<file path="src/shared/bcid_defs.svh">
// Constants for the banked configuration index/data block.
`ifndef BCID_DEFS_SVH
`define BCID_DEFS_SVH
// ****************************************************************
// Port addresses
// ****************************************************************
`define BCID_BASE_LO       16'h002E
`define BCID_BASE_HI       16'h004E
`define BCID_DATA_OFS      16'h0001
// ****************************************************************
// Configuration indexes and read values
// ****************************************************************
`define BCID_IDX_RST       8'h00
`define BCID_IDX_BANKSEL   8'h07
`define BCID_IDX_GLB_FIRST 8'h20
`define BCID_IDX_GLB_LAST  8'h2F
`define BCID_IDX_ACT       8'h30
`define BCID_IDX_DMA0      8'h74
`define BCID_IDX_DMA1      8'h75
`define BCID_RD_UNIMP      8'h00
`define BCID_RD_NODMA      8'h04
`define BCID_BANK_RST      8'h00
`define BCID_GLB_RST       8'h00
`define BCID_ACT_BIT       0
`define BCID_NUM_BANKS     11
`define BCID_NUM_GLB       16
// ****************************************************************
// Link nibble codes and phase lengths
// ****************************************************************
`define BCID_LAD_START     4'h0
`define BCID_LAD_SYNC      4'h0
`define BCID_LAD_TAR       4'hF
`define BCID_CYC_IORD      3'h0
`define BCID_CYC_IOWR      3'h1
`define BCID_ADDR_LAST     2'h3
`define BCID_PAIR_LAST     2'h1
`endif

</file>
<file path="src/shared/bcid_pkg.sv">
// Types shared by the banked configuration index/data block.
package bcid_pkg;
   // ****************************************************************
   // Link cycle engine states
   // ****************************************************************
   typedef enum logic [2:0] {
      LpcIdle, LpcCyc, LpcAddr, LpcWdata,
      LpcTarHost, LpcSync, LpcRdata, LpcTarDev
   } bcid_lpc_state_t;
   // ****************************************************************
   // Internal 8-bit bus carriers and link pin drive
   // ****************************************************************
   typedef struct packed {
      logic        strobe;
      logic        write;
      logic [15:0] addr;
      logic [7:0]  wdata;
   } bcid_io_req_t;
   typedef struct packed {
      logic       claim;
      logic [7:0] rdata;
   } bcid_io_ans_t;
   typedef struct packed {
      logic [3:0] data;
      logic       oe;
   } bcid_lad_drv_t;
endpackage

</file>
<file path="src/bcid_cfg_regs.sv">
// Index pointer, bank selector, global and banked configuration registers.
`timescale 1ns/100ps
`include "bcid_defs.svh"
module bcid_cfg_regs
   import bcid_pkg::*;
#(
   parameter int NUM_BANKS = `BCID_NUM_BANKS
)(
   input  wire logic                  clk_sys,
   input  wire logic                  nrst,
   input  wire bcid_io_req_t          cfgReq,
   input  wire logic                  selData,
   output logic [7:0]                 cfgRdata,
   output logic [NUM_BANKS-1:0]       devActive,
   output logic [`BCID_NUM_GLB-1:0][7:0] globalCfg,
   output logic [7:0]                 bankSel
);
   logic [7:0]                 index_r;
   logic [7:0]                 bankSel_r;
   logic [`BCID_NUM_GLB-1:0][7:0] glb_r;
   logic [NUM_BANKS-1:0]       act_r;
   wire  logic                 wrIndex;
   wire  logic                 wrData;
   wire  logic                 bankOk;
   wire  logic                 inGlb;
   wire  logic                 isAct;

   // ****************************************************************
   // Decode
   // ****************************************************************
   assign wrIndex = cfgReq.strobe && cfgReq.write && !selData;
   assign wrData  = cfgReq.strobe && cfgReq.write && selData; // RQ4
   assign bankOk  = bankSel_r < 8'(NUM_BANKS); // RQ7
   assign inGlb   = index_r >= `BCID_IDX_GLB_FIRST &&
                    index_r <= `BCID_IDX_GLB_LAST; // RQ16
   assign isAct   = index_r == `BCID_IDX_ACT;

   // A reserved bank number reaches no bank at all, so it reads as empty.
   function automatic logic [7:0] cfgRead(input logic [7:0] idx);
      if (idx == `BCID_IDX_BANKSEL) begin
         return bankSel_r; // RQ7
      end else if (idx >= `BCID_IDX_GLB_FIRST &&
                   idx <= `BCID_IDX_GLB_LAST) begin
         return glb_r[idx[3:0]]; // RQ6
      end else if (idx == `BCID_IDX_ACT && bankOk) begin
         return {7'h00, act_r[bankSel_r[3:0]]}; // RQ15
      end else if (idx == `BCID_IDX_DMA0 || idx == `BCID_IDX_DMA1) begin
         return `BCID_RD_NODMA; // RQ10
      end else begin
         return `BCID_RD_UNIMP; // RQ9
      end
   endfunction

   assign cfgRdata  = selData ? cfgRead(index_r) : index_r; // RQ3
   assign devActive = act_r; // RQ18
   assign globalCfg = glb_r;
   assign bankSel   = bankSel_r;

   // ****************************************************************
   // Storage
   // ****************************************************************
   always_ff @(posedge clk_sys or negedge nrst) begin
      if (!nrst) begin
         index_r   <= `BCID_IDX_RST; // RQ3
         bankSel_r <= `BCID_BANK_RST;
         glb_r     <= '0;
         act_r     <= '0;
      end else begin
         if (wrIndex) begin
            index_r <= cfgReq.wdata; // RQ2
         end
         if (wrData && index_r == `BCID_IDX_BANKSEL) begin
            bankSel_r <= cfgReq.wdata; // RQ7
         end
         if (wrData && inGlb) begin
            glb_r[index_r[3:0]] <= cfgReq.wdata; // RQ6 RQ12
         end
         if (wrData && isAct && bankOk) begin
            act_r[bankSel_r[3:0]] <= cfgReq.wdata[`BCID_ACT_BIT]; // RQ5 RQ8
         end
      end
   end
endmodule

</file>
<file path="src/bcid_config_top.sv">
// Link target, port decode and internal bus bridge of the config block.
`timescale 1ns/100ps
`include "bcid_defs.svh"
// Overview of operation
// RQ1 - Strap at reset picks base 2Eh or 4Eh.
// RQ2 - Index port is 8-bit pointer at base.
// RQ3 - Index reads last written value, else 00h.
// RQ4 - Data port forwards to indexed register.
// RQ5 - Index 30h and up reaches selected bank; here only 30h is banked, higher indexes act as unimplemented.
// RQ6 - Global registers shared, independent of bank.
// RQ7 - Bank selector at 07h; above 0Ah reserved.
// RQ8 - Eleven banks, one per logical device.
// RQ9 - Unimplemented: writes ignored, reads 00h.
// RQ10 - Unimplemented 74h and 75h read 04h.
// RQ11 - Access works right after reset ends.
// RQ12 - Registers read/write; reserved bits read zero.
// RQ13 - Host preserves reserved bits by read-modify-write.
// RQ14 - Host writes write-only registers directly.
// RQ15 - Bank register 30h bit 0 activates device.
// RQ16 - Indexes 20h to 2Fh are global registers.
// RQ17 - Link byte I/O cycles become internal bus transfers.
// RQ18 - Central set drives settings to each block.
// RQ19 - Activation enables device and its resources.
// RQ20 - Data at base plus one; full address match.
module bcid_config_top
   import bcid_pkg::*;
#(
   parameter int NUM_BANKS = `BCID_NUM_BANKS
)(
   input  wire logic                  clk_sys,
   input  wire logic                  nrst,
   input  wire logic                  base_address_strap,
   input  wire logic                  lpcFrameN,
   input  wire logic [3:0]            lpcAdIn,
   output logic [3:0]                 lpcAdOut,
   output logic                       lpcAdOe,
   output bcid_io_req_t               intReq,
   input  wire bcid_io_ans_t          intAns,
   output logic [NUM_BANKS-1:0]       devActive,
   output logic [`BCID_NUM_GLB-1:0][7:0] globalCfg,
   output logic [7:0]                 bankSel,
   output logic                       baseHigh
);
   bcid_lpc_state_t state_r;
   bcid_lpc_state_t state_nxt;
   logic [1:0]      cnt_r;
   logic [1:0]      cnt_nxt;
   logic            write_r;
   logic [15:0]     addr_r;
   logic [7:0]      wdata_r;
   logic [7:0]      rdata_r;
   logic            claim_r;
   bcid_lad_drv_t   lad_r;
   bcid_lad_drv_t   lad_nxt;
   logic            strapDone_r;
   logic            baseHi_r;
   wire  logic      startSeen;
   wire  logic      frameAbort;
   wire  logic      cycKnown;
   wire  logic      reqStrobe;
   wire  logic [15:0] portBase;
   wire  logic      hitIndex;
   wire  logic      hitData;
   wire  logic      cfgHit;
   wire  logic [7:0] cfgRdata;
   bcid_io_req_t    cfgReq;
   bcid_io_ans_t    ans;

   // ****************************************************************
   // Base address strap
   // ****************************************************************
   // The strap is caught on the first edge after reset release, which is
   // long before any cycle can finish its address phase.
   always_ff @(posedge clk_sys or negedge nrst) begin
      if (!nrst) begin
         strapDone_r <= 1'b0;
         baseHi_r    <= 1'b0;
      end else if (!strapDone_r) begin
         strapDone_r <= 1'b1;
         baseHi_r    <= base_address_strap; // RQ1
      end
   end

   assign baseHigh = baseHi_r;
   assign portBase = baseHi_r ? `BCID_BASE_HI : `BCID_BASE_LO; // RQ1

   // ****************************************************************
   // Cycle framing
   // ****************************************************************
   assign startSeen  = !lpcFrameN && lpcAdIn == `BCID_LAD_START;
   assign frameAbort = !lpcFrameN && !startSeen;
   assign cycKnown   = lpcAdIn[3:1] == `BCID_CYC_IORD ||
                       lpcAdIn[3:1] == `BCID_CYC_IOWR; // RQ17
   // Other cycle types, DMA included, are left for the block that owns
   // the channel; this target never answers them.

   always_comb begin
      state_nxt = state_r;
      cnt_nxt   = cnt_r + 2'h1;
      unique case (state_r)
         LpcIdle: begin
            cnt_nxt = 2'h0;
         end
         LpcCyc: begin
            cnt_nxt   = 2'h0;
            state_nxt = cycKnown ? LpcAddr : LpcIdle;
         end
         LpcAddr: begin
            if (cnt_r == `BCID_ADDR_LAST) begin
               cnt_nxt   = 2'h0;
               state_nxt = write_r ? LpcWdata : LpcTarHost;
            end
         end
         LpcWdata: begin
            if (cnt_r == `BCID_PAIR_LAST) begin
               cnt_nxt   = 2'h0;
               state_nxt = LpcTarHost;
            end
         end
         LpcTarHost: begin
            if (cnt_r == `BCID_PAIR_LAST) begin
               cnt_nxt   = 2'h0;
               state_nxt = claim_r ? LpcSync : LpcIdle;
            end
         end
         LpcSync: begin
            cnt_nxt   = 2'h0;
            state_nxt = write_r ? LpcTarDev : LpcRdata;
         end
         LpcRdata: begin
            if (cnt_r == `BCID_PAIR_LAST) begin
               cnt_nxt   = 2'h0;
               state_nxt = LpcTarDev;
            end
         end
         LpcTarDev: begin
            if (cnt_r == `BCID_PAIR_LAST) begin
               cnt_nxt   = 2'h0;
               state_nxt = LpcIdle;
            end
         end
      endcase
      if (startSeen) begin
         state_nxt = LpcCyc;
         cnt_nxt   = 2'h0;
      end else if (frameAbort) begin
         state_nxt = LpcIdle;
         cnt_nxt   = 2'h0;
      end
   end

   // ****************************************************************
   // Pin drive
   // ****************************************************************
   // Drive is planned from the next state so the pins leave a flop in
   // step with the state they belong to.
   function automatic bcid_lad_drv_t ladDrive(
      input bcid_lpc_state_t st,
      input logic [1:0]      cnt,
      input logic [7:0]      rd
   );
      bcid_lad_drv_t d;
      d = '{data: `BCID_LAD_TAR, oe: 1'b0};
      unique case (st)
         LpcSync: begin
            d = '{data: `BCID_LAD_SYNC, oe: 1'b1};
         end
         LpcRdata: begin
            d = '{data: (cnt == 2'h0) ? rd[3:0] : rd[7:4], oe: 1'b1};
         end
         LpcTarDev: begin
            d = '{data: `BCID_LAD_TAR, oe: cnt == 2'h0};
         end
         default: begin
            d = '{data: `BCID_LAD_TAR, oe: 1'b0};
         end
      endcase
      return d;
   endfunction

   assign lad_nxt  = ladDrive(state_nxt, cnt_nxt, rdata_r);
   assign lpcAdOut = lad_r.data;
   assign lpcAdOe  = lad_r.oe;

   // ****************************************************************
   // Engine registers
   // ****************************************************************
   always_ff @(posedge clk_sys or negedge nrst) begin
      if (!nrst) begin
         state_r <= LpcIdle;
         cnt_r   <= 2'h0;
         lad_r   <= '{data: `BCID_LAD_TAR, oe: 1'b0};
      end else begin
         state_r <= state_nxt; // RQ11
         cnt_r   <= cnt_nxt;
         lad_r   <= lad_nxt;
      end
   end

   always_ff @(posedge clk_sys or negedge nrst) begin
      if (!nrst) begin
         write_r <= 1'b0;
         addr_r  <= 16'h0000;
         wdata_r <= 8'h00;
      end else begin
         if (state_r == LpcCyc) begin
            write_r <= lpcAdIn[1];
         end
         if (state_r == LpcAddr) begin
            addr_r <= {addr_r[11:0], lpcAdIn}; // RQ20
         end
         if (state_r == LpcWdata && cnt_r == 2'h0) begin
            wdata_r[3:0] <= lpcAdIn;
         end
         if (state_r == LpcWdata && cnt_r == `BCID_PAIR_LAST) begin
            wdata_r[7:4] <= lpcAdIn;
         end
      end
   end

   // The answer is caught in the same edge as the request, so every
   // internal block must answer combinationally within one cycle.
   always_ff @(posedge clk_sys or negedge nrst) begin
      if (!nrst) begin
         claim_r <= 1'b0;
         rdata_r <= 8'h00;
      end else if (reqStrobe) begin
         claim_r <= ans.claim;
         rdata_r <= ans.rdata;
      end else if (state_r == LpcIdle) begin
         claim_r <= 1'b0;
      end
   end

   // ****************************************************************
   // Port decode and internal bus
   // ****************************************************************
   assign reqStrobe = state_r == LpcTarHost && cnt_r == 2'h0 &&
                      lpcFrameN; // RQ17
   assign hitIndex  = addr_r == portBase; // RQ2 RQ20
   assign hitData   = addr_r == portBase + `BCID_DATA_OFS; // RQ20
   assign cfgHit    = hitIndex || hitData;

   assign cfgReq = '{strobe: reqStrobe && cfgHit, write: write_r,
                     addr: addr_r, wdata: wdata_r};
   assign intReq = '{strobe: reqStrobe && !cfgHit, write: write_r,
                     addr: addr_r, wdata: wdata_r}; // RQ17
   assign ans    = '{claim: cfgHit || intAns.claim,
                     rdata: cfgHit ? cfgRdata : intAns.rdata};

   // ****************************************************************
   // Configuration register set
   // ****************************************************************
   // Activation bits leave here as the enables of the functional blocks;
   // a block whose bit is clear must ignore its resources.
   bcid_cfg_regs #(
      .NUM_BANKS (NUM_BANKS)
   ) u_regs (
      .clk_sys   (clk_sys),
      .nrst      (nrst),
      .cfgReq    (cfgReq),
      .selData   (hitData),
      .cfgRdata  (cfgRdata),
      .devActive (devActive), // RQ19
      .globalCfg (globalCfg),
      .bankSel   (bankSel)
   );
endmodule
</file>
<file path="config.mk">
export PLATFORM = sky130hd
export DESIGN_NAME = bcid_config_top
export DESIGN_NICKNAME = d
export VERILOG_FILES = /design/src/shared/bcid_pkg.sv /design/src/bcid_cfg_regs.sv /design/src/bcid_config_top.sv
export VERILOG_INCLUDE_DIRS = /design/src /design/src/shared
export SDC_FILE = /design/constraint.sdc
export NUM_CORES = 1
export LEC_CHECK = 0
export ABC_AREA = 1
export BUFFER_PORTS_ARGS = -buffer_cell sky130_fd_sc_hd__buf_4
export CELL_PAD_IN_SITES_DETAIL_PLACEMENT = 1
export CELL_PAD_IN_SITES_GLOBAL_PLACEMENT = 1
export CORE_MARGIN = 1.5
export CORE_UTILIZATION = 44
export DETAILED_ROUTE_END_ITERATION = 12
export PLACE_DENSITY_LB_ADDON = 0.1
export SYNTH_ARGS = -nofsm -noshare
export SYNTH_HDL_FRONTEND = slang
export SYNTH_SLANG_ARGS = --single-unit
</file>
<file path="constraint.sdc">
create_clock -name clk_sys -period 4.5 [get_ports clk_sys]
set_input_delay 0 -clock clk_sys [delete_from_list [all_inputs] [get_ports clk_sys]]
set_output_delay 0 -clock clk_sys [all_outputs]
set_load 0.005 [all_outputs]
</file>
==> metrics.csv <==
stage,metric,value,unit
timing,final_hold_viol_count,0,
route,drtAntennaViolNets,0,
layout,most-common-layout-cells,"350 x nand2_1, 200 x buf_4, 197 x dfrtp_1, 115 x o21ai_0, 91 x o21ai_1",
timing,setup_tns,0,ns
placed_design,half_perimeter_wire_length_after_detailed_placement,22630,µm
power_and_ir_drop,power-per-cell-area,312.2,nW/µm²
logic_synthesis,synth_seq_cells,201,
timing,slew-limit-headroom,0.2362,
critical_path,worstPathBufferInverterCount,2,
clocking,post_cts_setup_repair_buffer_count,0,
die,die-area,22550,µm²
logic_synthesis,synthesized_area_fraction_occupied_by_adder_cells,0.006563,
clocking,clk_pin_slew_worst_paths,0.06,ns
clocking,worstSkewPairLatency,0.52,ns
layout,layout.nets,1352,
logic_synthesis,mappedNetlistArea,9532,µm²
timing,setup_slack,1.028,ns
critical_path,timing.critical_path.cells,nand2_1 -> nor2_1 -> nand4_1 -> inv_1 -> a21oi_1 -> o21ai_1 -> nand2_1 -> nand3_1 -> dlygate4sd3_1,
layout,insertedDiodeCount,0,
clocking,clock_sinks,201,
critical_path,startpoint_of_the_most_critical_register_to_register_path,u_regs.index_r[0],
critical_path,critPathRequiredTime,4.94,ns
logic_synthesis,synth_top_family_by_area,simple AND/OR/NAND/NOR gates,
power_and_ir_drop,worst_ir_drop_vdd,0.2393,mV
route,vias,8910,
logic_synthesis,yosys-mux-area-fraction,0.001181,
timing,max_freq,288.0,MHz
timing,finalSetupViolCount,0,
logic_synthesis,synthesis.instances,1138,
logic_synthesis,synth.net_count,1160,
placed_design,gp_routability_congestion,0.8590,
timing,slew_at_the_pin_closest_to_its_max_slew_limit,1.143,ns
logic_synthesis,netlist-cell-type-count,44,
clocking,clock_path_buffers,3,
logic_synthesis,postSynth.topFlopCell,dfrtp_1,
critical_path,endpoint_kind,register,
critical_path,critical_path_arrival,3.92,ns
route,wl_per_cell,20.10,µm
clocking,cts-buffers-inserted,23,
die,rows,53,
critical_path,timing_worst_setup_path_type,reg2reg,
die,chipWidth,150.2,µm
grt,wire_length_of_the_first_global_routing_pass,51090,µm
logic_synthesis,synth_sequential_area_ratio,0.5282,
critical_path,cpMaxStageDelayCell,nand2_1,
grt,globalRoute.totalOverflow,0,
outcome,outcome,completed,
timing,finalCriticalPeriod,3.472,ns
power_and_ir_drop,comb_power_share,0.029,
die,io-pin-count,196,
critical_path,critPathMostFrequentCell,nand2_1,
run,cap_violations,0,
critical_path,cp_slowest_stage_delay,0.80,ns
placed_design,placement.io_buffers,195,
grt,grt_max_degree,115,
power_and_ir_drop,switching_share,0.2261,
logic_synthesis,post_synthesis_xor_xnor_area_fraction,0,
route,route.final.wire_length,32580,µm
critical_path,kind_of_cell_adding_the_most_delay_to_the_critical_path,simple AND/OR/NAND/NOR gates,
power_and_ir_drop,share_seq_of_total_power,0.491,
logic_synthesis,postSynthAreaPerCell,8.376,µm²
route,drt-vias-per-instance,5.497,
logic_synthesis,compound_gate_fraction_of_synth_area,0.1604,
critical_path,path_max_fanout,29,
layout,area.growth.synth_to_final,25.73,%
power_and_ir_drop,p_int,2.895,mW
power_and_ir_drop,p_sw,0.8460,mW
timing,finalHoldWorstSlack,0.1552,ns
clocking,tritoncts,built,
grt,grt_pass1_vias,9330,
die,initial_utilization,0.4506,
timing,final_max_slew_viol_count,0,
power_and_ir_drop,clock_power_share,0.480,
logic_synthesis,synth-simple-area-share,0.2380,
layout,drive_above_1_share,0.2065,
route,drc,0,
die,die_height,150.2,µm
critical_path,start_kind,register,
grt,antenna_found_initial,0,
hold_path,min_path_type,in2async,
grt,gr-usage-all-layers,0.2918,
clocking,cts-htree-levels,1,
placed_design,dpl_worst_slack,1.592,ns
route,drtPass1Iterations,4,
layout,layout_commonest_cell,nand2_1,
logic_synthesis,synth_enable_flop_cells,0,
die,floorplan.core_area,21150,µm²
power_and_ir_drop,cellLeakagePower,6.049,nW
critical_path,worst_setup_path_startpoint,u_regs.index_r[0],
logic_synthesis,yosysWarningCount,0,
layout,finish.utilization,0.5665,
timing,worst_setup_skew_after_layout,0.009460,ns
clocking,buffer_type_at_the_clock_tree_root,clkbuf_16,
route,drt_iter0_drc,419,
logic_synthesis,async_set_or_reset_flop_fraction_in_the_synthesized_netlist,1.000,
timing,period_share,0.7715,
timing,rsz0062_at_grt,false,
[power by group through the flow]
| stage | sequential, mW | combinational (mW) | clock, mW |
|---|---|---|---|
| 3_3_place_gp | 1.87 | 0.0978 | 0 |
| 3_5_place_dp | 1.87 | 0.0997 | 0 |
| 6_report | 1.84 | 0.108 | 1.80 |
| 2_1_floorplan | 1.86 | 0.0286 | 0 |
| 5_1_grt | 1.84 | 0.124 | 1.89 |
| 4_1_cts | 1.84 | 0.111 | 1.81 |
[sequential cells by signal (all words and copies together), names as in the netlist]
name	cells
u_regs.index_r	8
u_regs.devActive	11
cnt_r	2
write_r	1
strapDone_r	1
u_regs.globalCfg	128
state_r	3
baseHigh	1
wdata_r	8
claim_r	1
u_regs.bankSel	8
lpcAdOe	1
lpcAdOut	4
rdata_r	8
addr_r	16
[path summary, 6_finish.rpt]
check,end,slack (ns),depth (start not counted)
max,rdata_r[5],1.03,9
min,addr_r[13],0.16,2
max reg2reg,rdata_r[5],1.03,9
min reg2reg,baseHigh,0.50,1
max in group asynchronous,u_regs.devActive[8],3.17,3
min in group clk_sys,claim_r,0.29,4
[cell usage after synthesis, types with 5 or more instances]
library cell / n / area share
nor3_1: 5 / 0.0026
buf_6: 9 / 0.011
o21ai_0: 115 / 0.060
a21oi_1: 18 / 0.0095
buf_2: 11 / 0.0058
dfrtp_1: 197 / 0.52
nand3_4: 10 / 0.018
o22ai_1: 42 / 0.028
clkbuf_1: 26 / 0.010
ha_1: 5 / 0.0066
inv_1: 73 / 0.029
nand3_1: 32 / 0.017
nor2_1: 77 / 0.030
nand2_1: 350 / 0.14
inv_2: 6 / 0.0024
a22oi_1: 9 / 0.0071
o21ai_1: 91 / 0.048
nand4_1: 17 / 0.011
nand3_2: 8 / 0.0084
[layer usage]
metal | up-vias | track usage | routed length, µm
met5 | - | 0 | 0
met4 | 0 | 0.1005 | 997
met3 | 66 | 0.04818 | 1778
met2 | 250 | 0.5014 | 16230
met1 | 4433 | 0.3724 | 13570
li1 | 4161 | - | -
[area by class of cell]
class / count / area (µm²)
Tap cell: 275 / 344.1
Multi-Input combinational cell: 802 / 3887
Fill cell: 2560 / 9170
Clock inverter: 7 / 65.06
Sequential cell: 201 / 5035
Clock buffer: 34 / 636.9
Inverter: 82 / 310.3
Timing Repair Buffer: 220 / 1705
[logic make-up (layout without fill, tap and decap cells)]
family          Yosys count  in the layout
compound gates          284            284
fa+ha+maj                 5              5
other cells               1              1
buf+inv                 135            343
simple gates            511            511
mux                       1              1
flops                   201            201
[worst register-to-register path, cell delays in order (launching register included)]
cell and delay [ns]:
dfrtp_1 0.66, nand2_1 0.80, nor2_1 0.51, nand4_1 0.21, inv_1 0.30, a21oi_1 0.12, o21ai_1 0.10, nand2_1 0.08
nand3_1 0.07, dlygate4sd3_1 0.57
[through the flow]
| stage | cell area (µm²) | std cells | power [mW] |
|---|---|---|---|
| floorplan | 9532 | 1138 | 1.891 |
| CTS | 11980 | 1621 | 3.760 |
| detailed placement | 11090 | 1561 | 1.968 |
| global route | 11980 | 1621 | 3.848 |
| finish | 11980 | 1621 | 3.741 |
| global placement | 11090 | 1561 | 1.966 |
[what timing repair did]
| item | CTS | global route |
|---|---|---|
| hold buffers | 19 | 0 |
| endpoints found under the hold margin | 139 | 0 |
| gates resized for setup | 0 | 0 |
No activity file was read; power rests on OpenSTA's default activity.
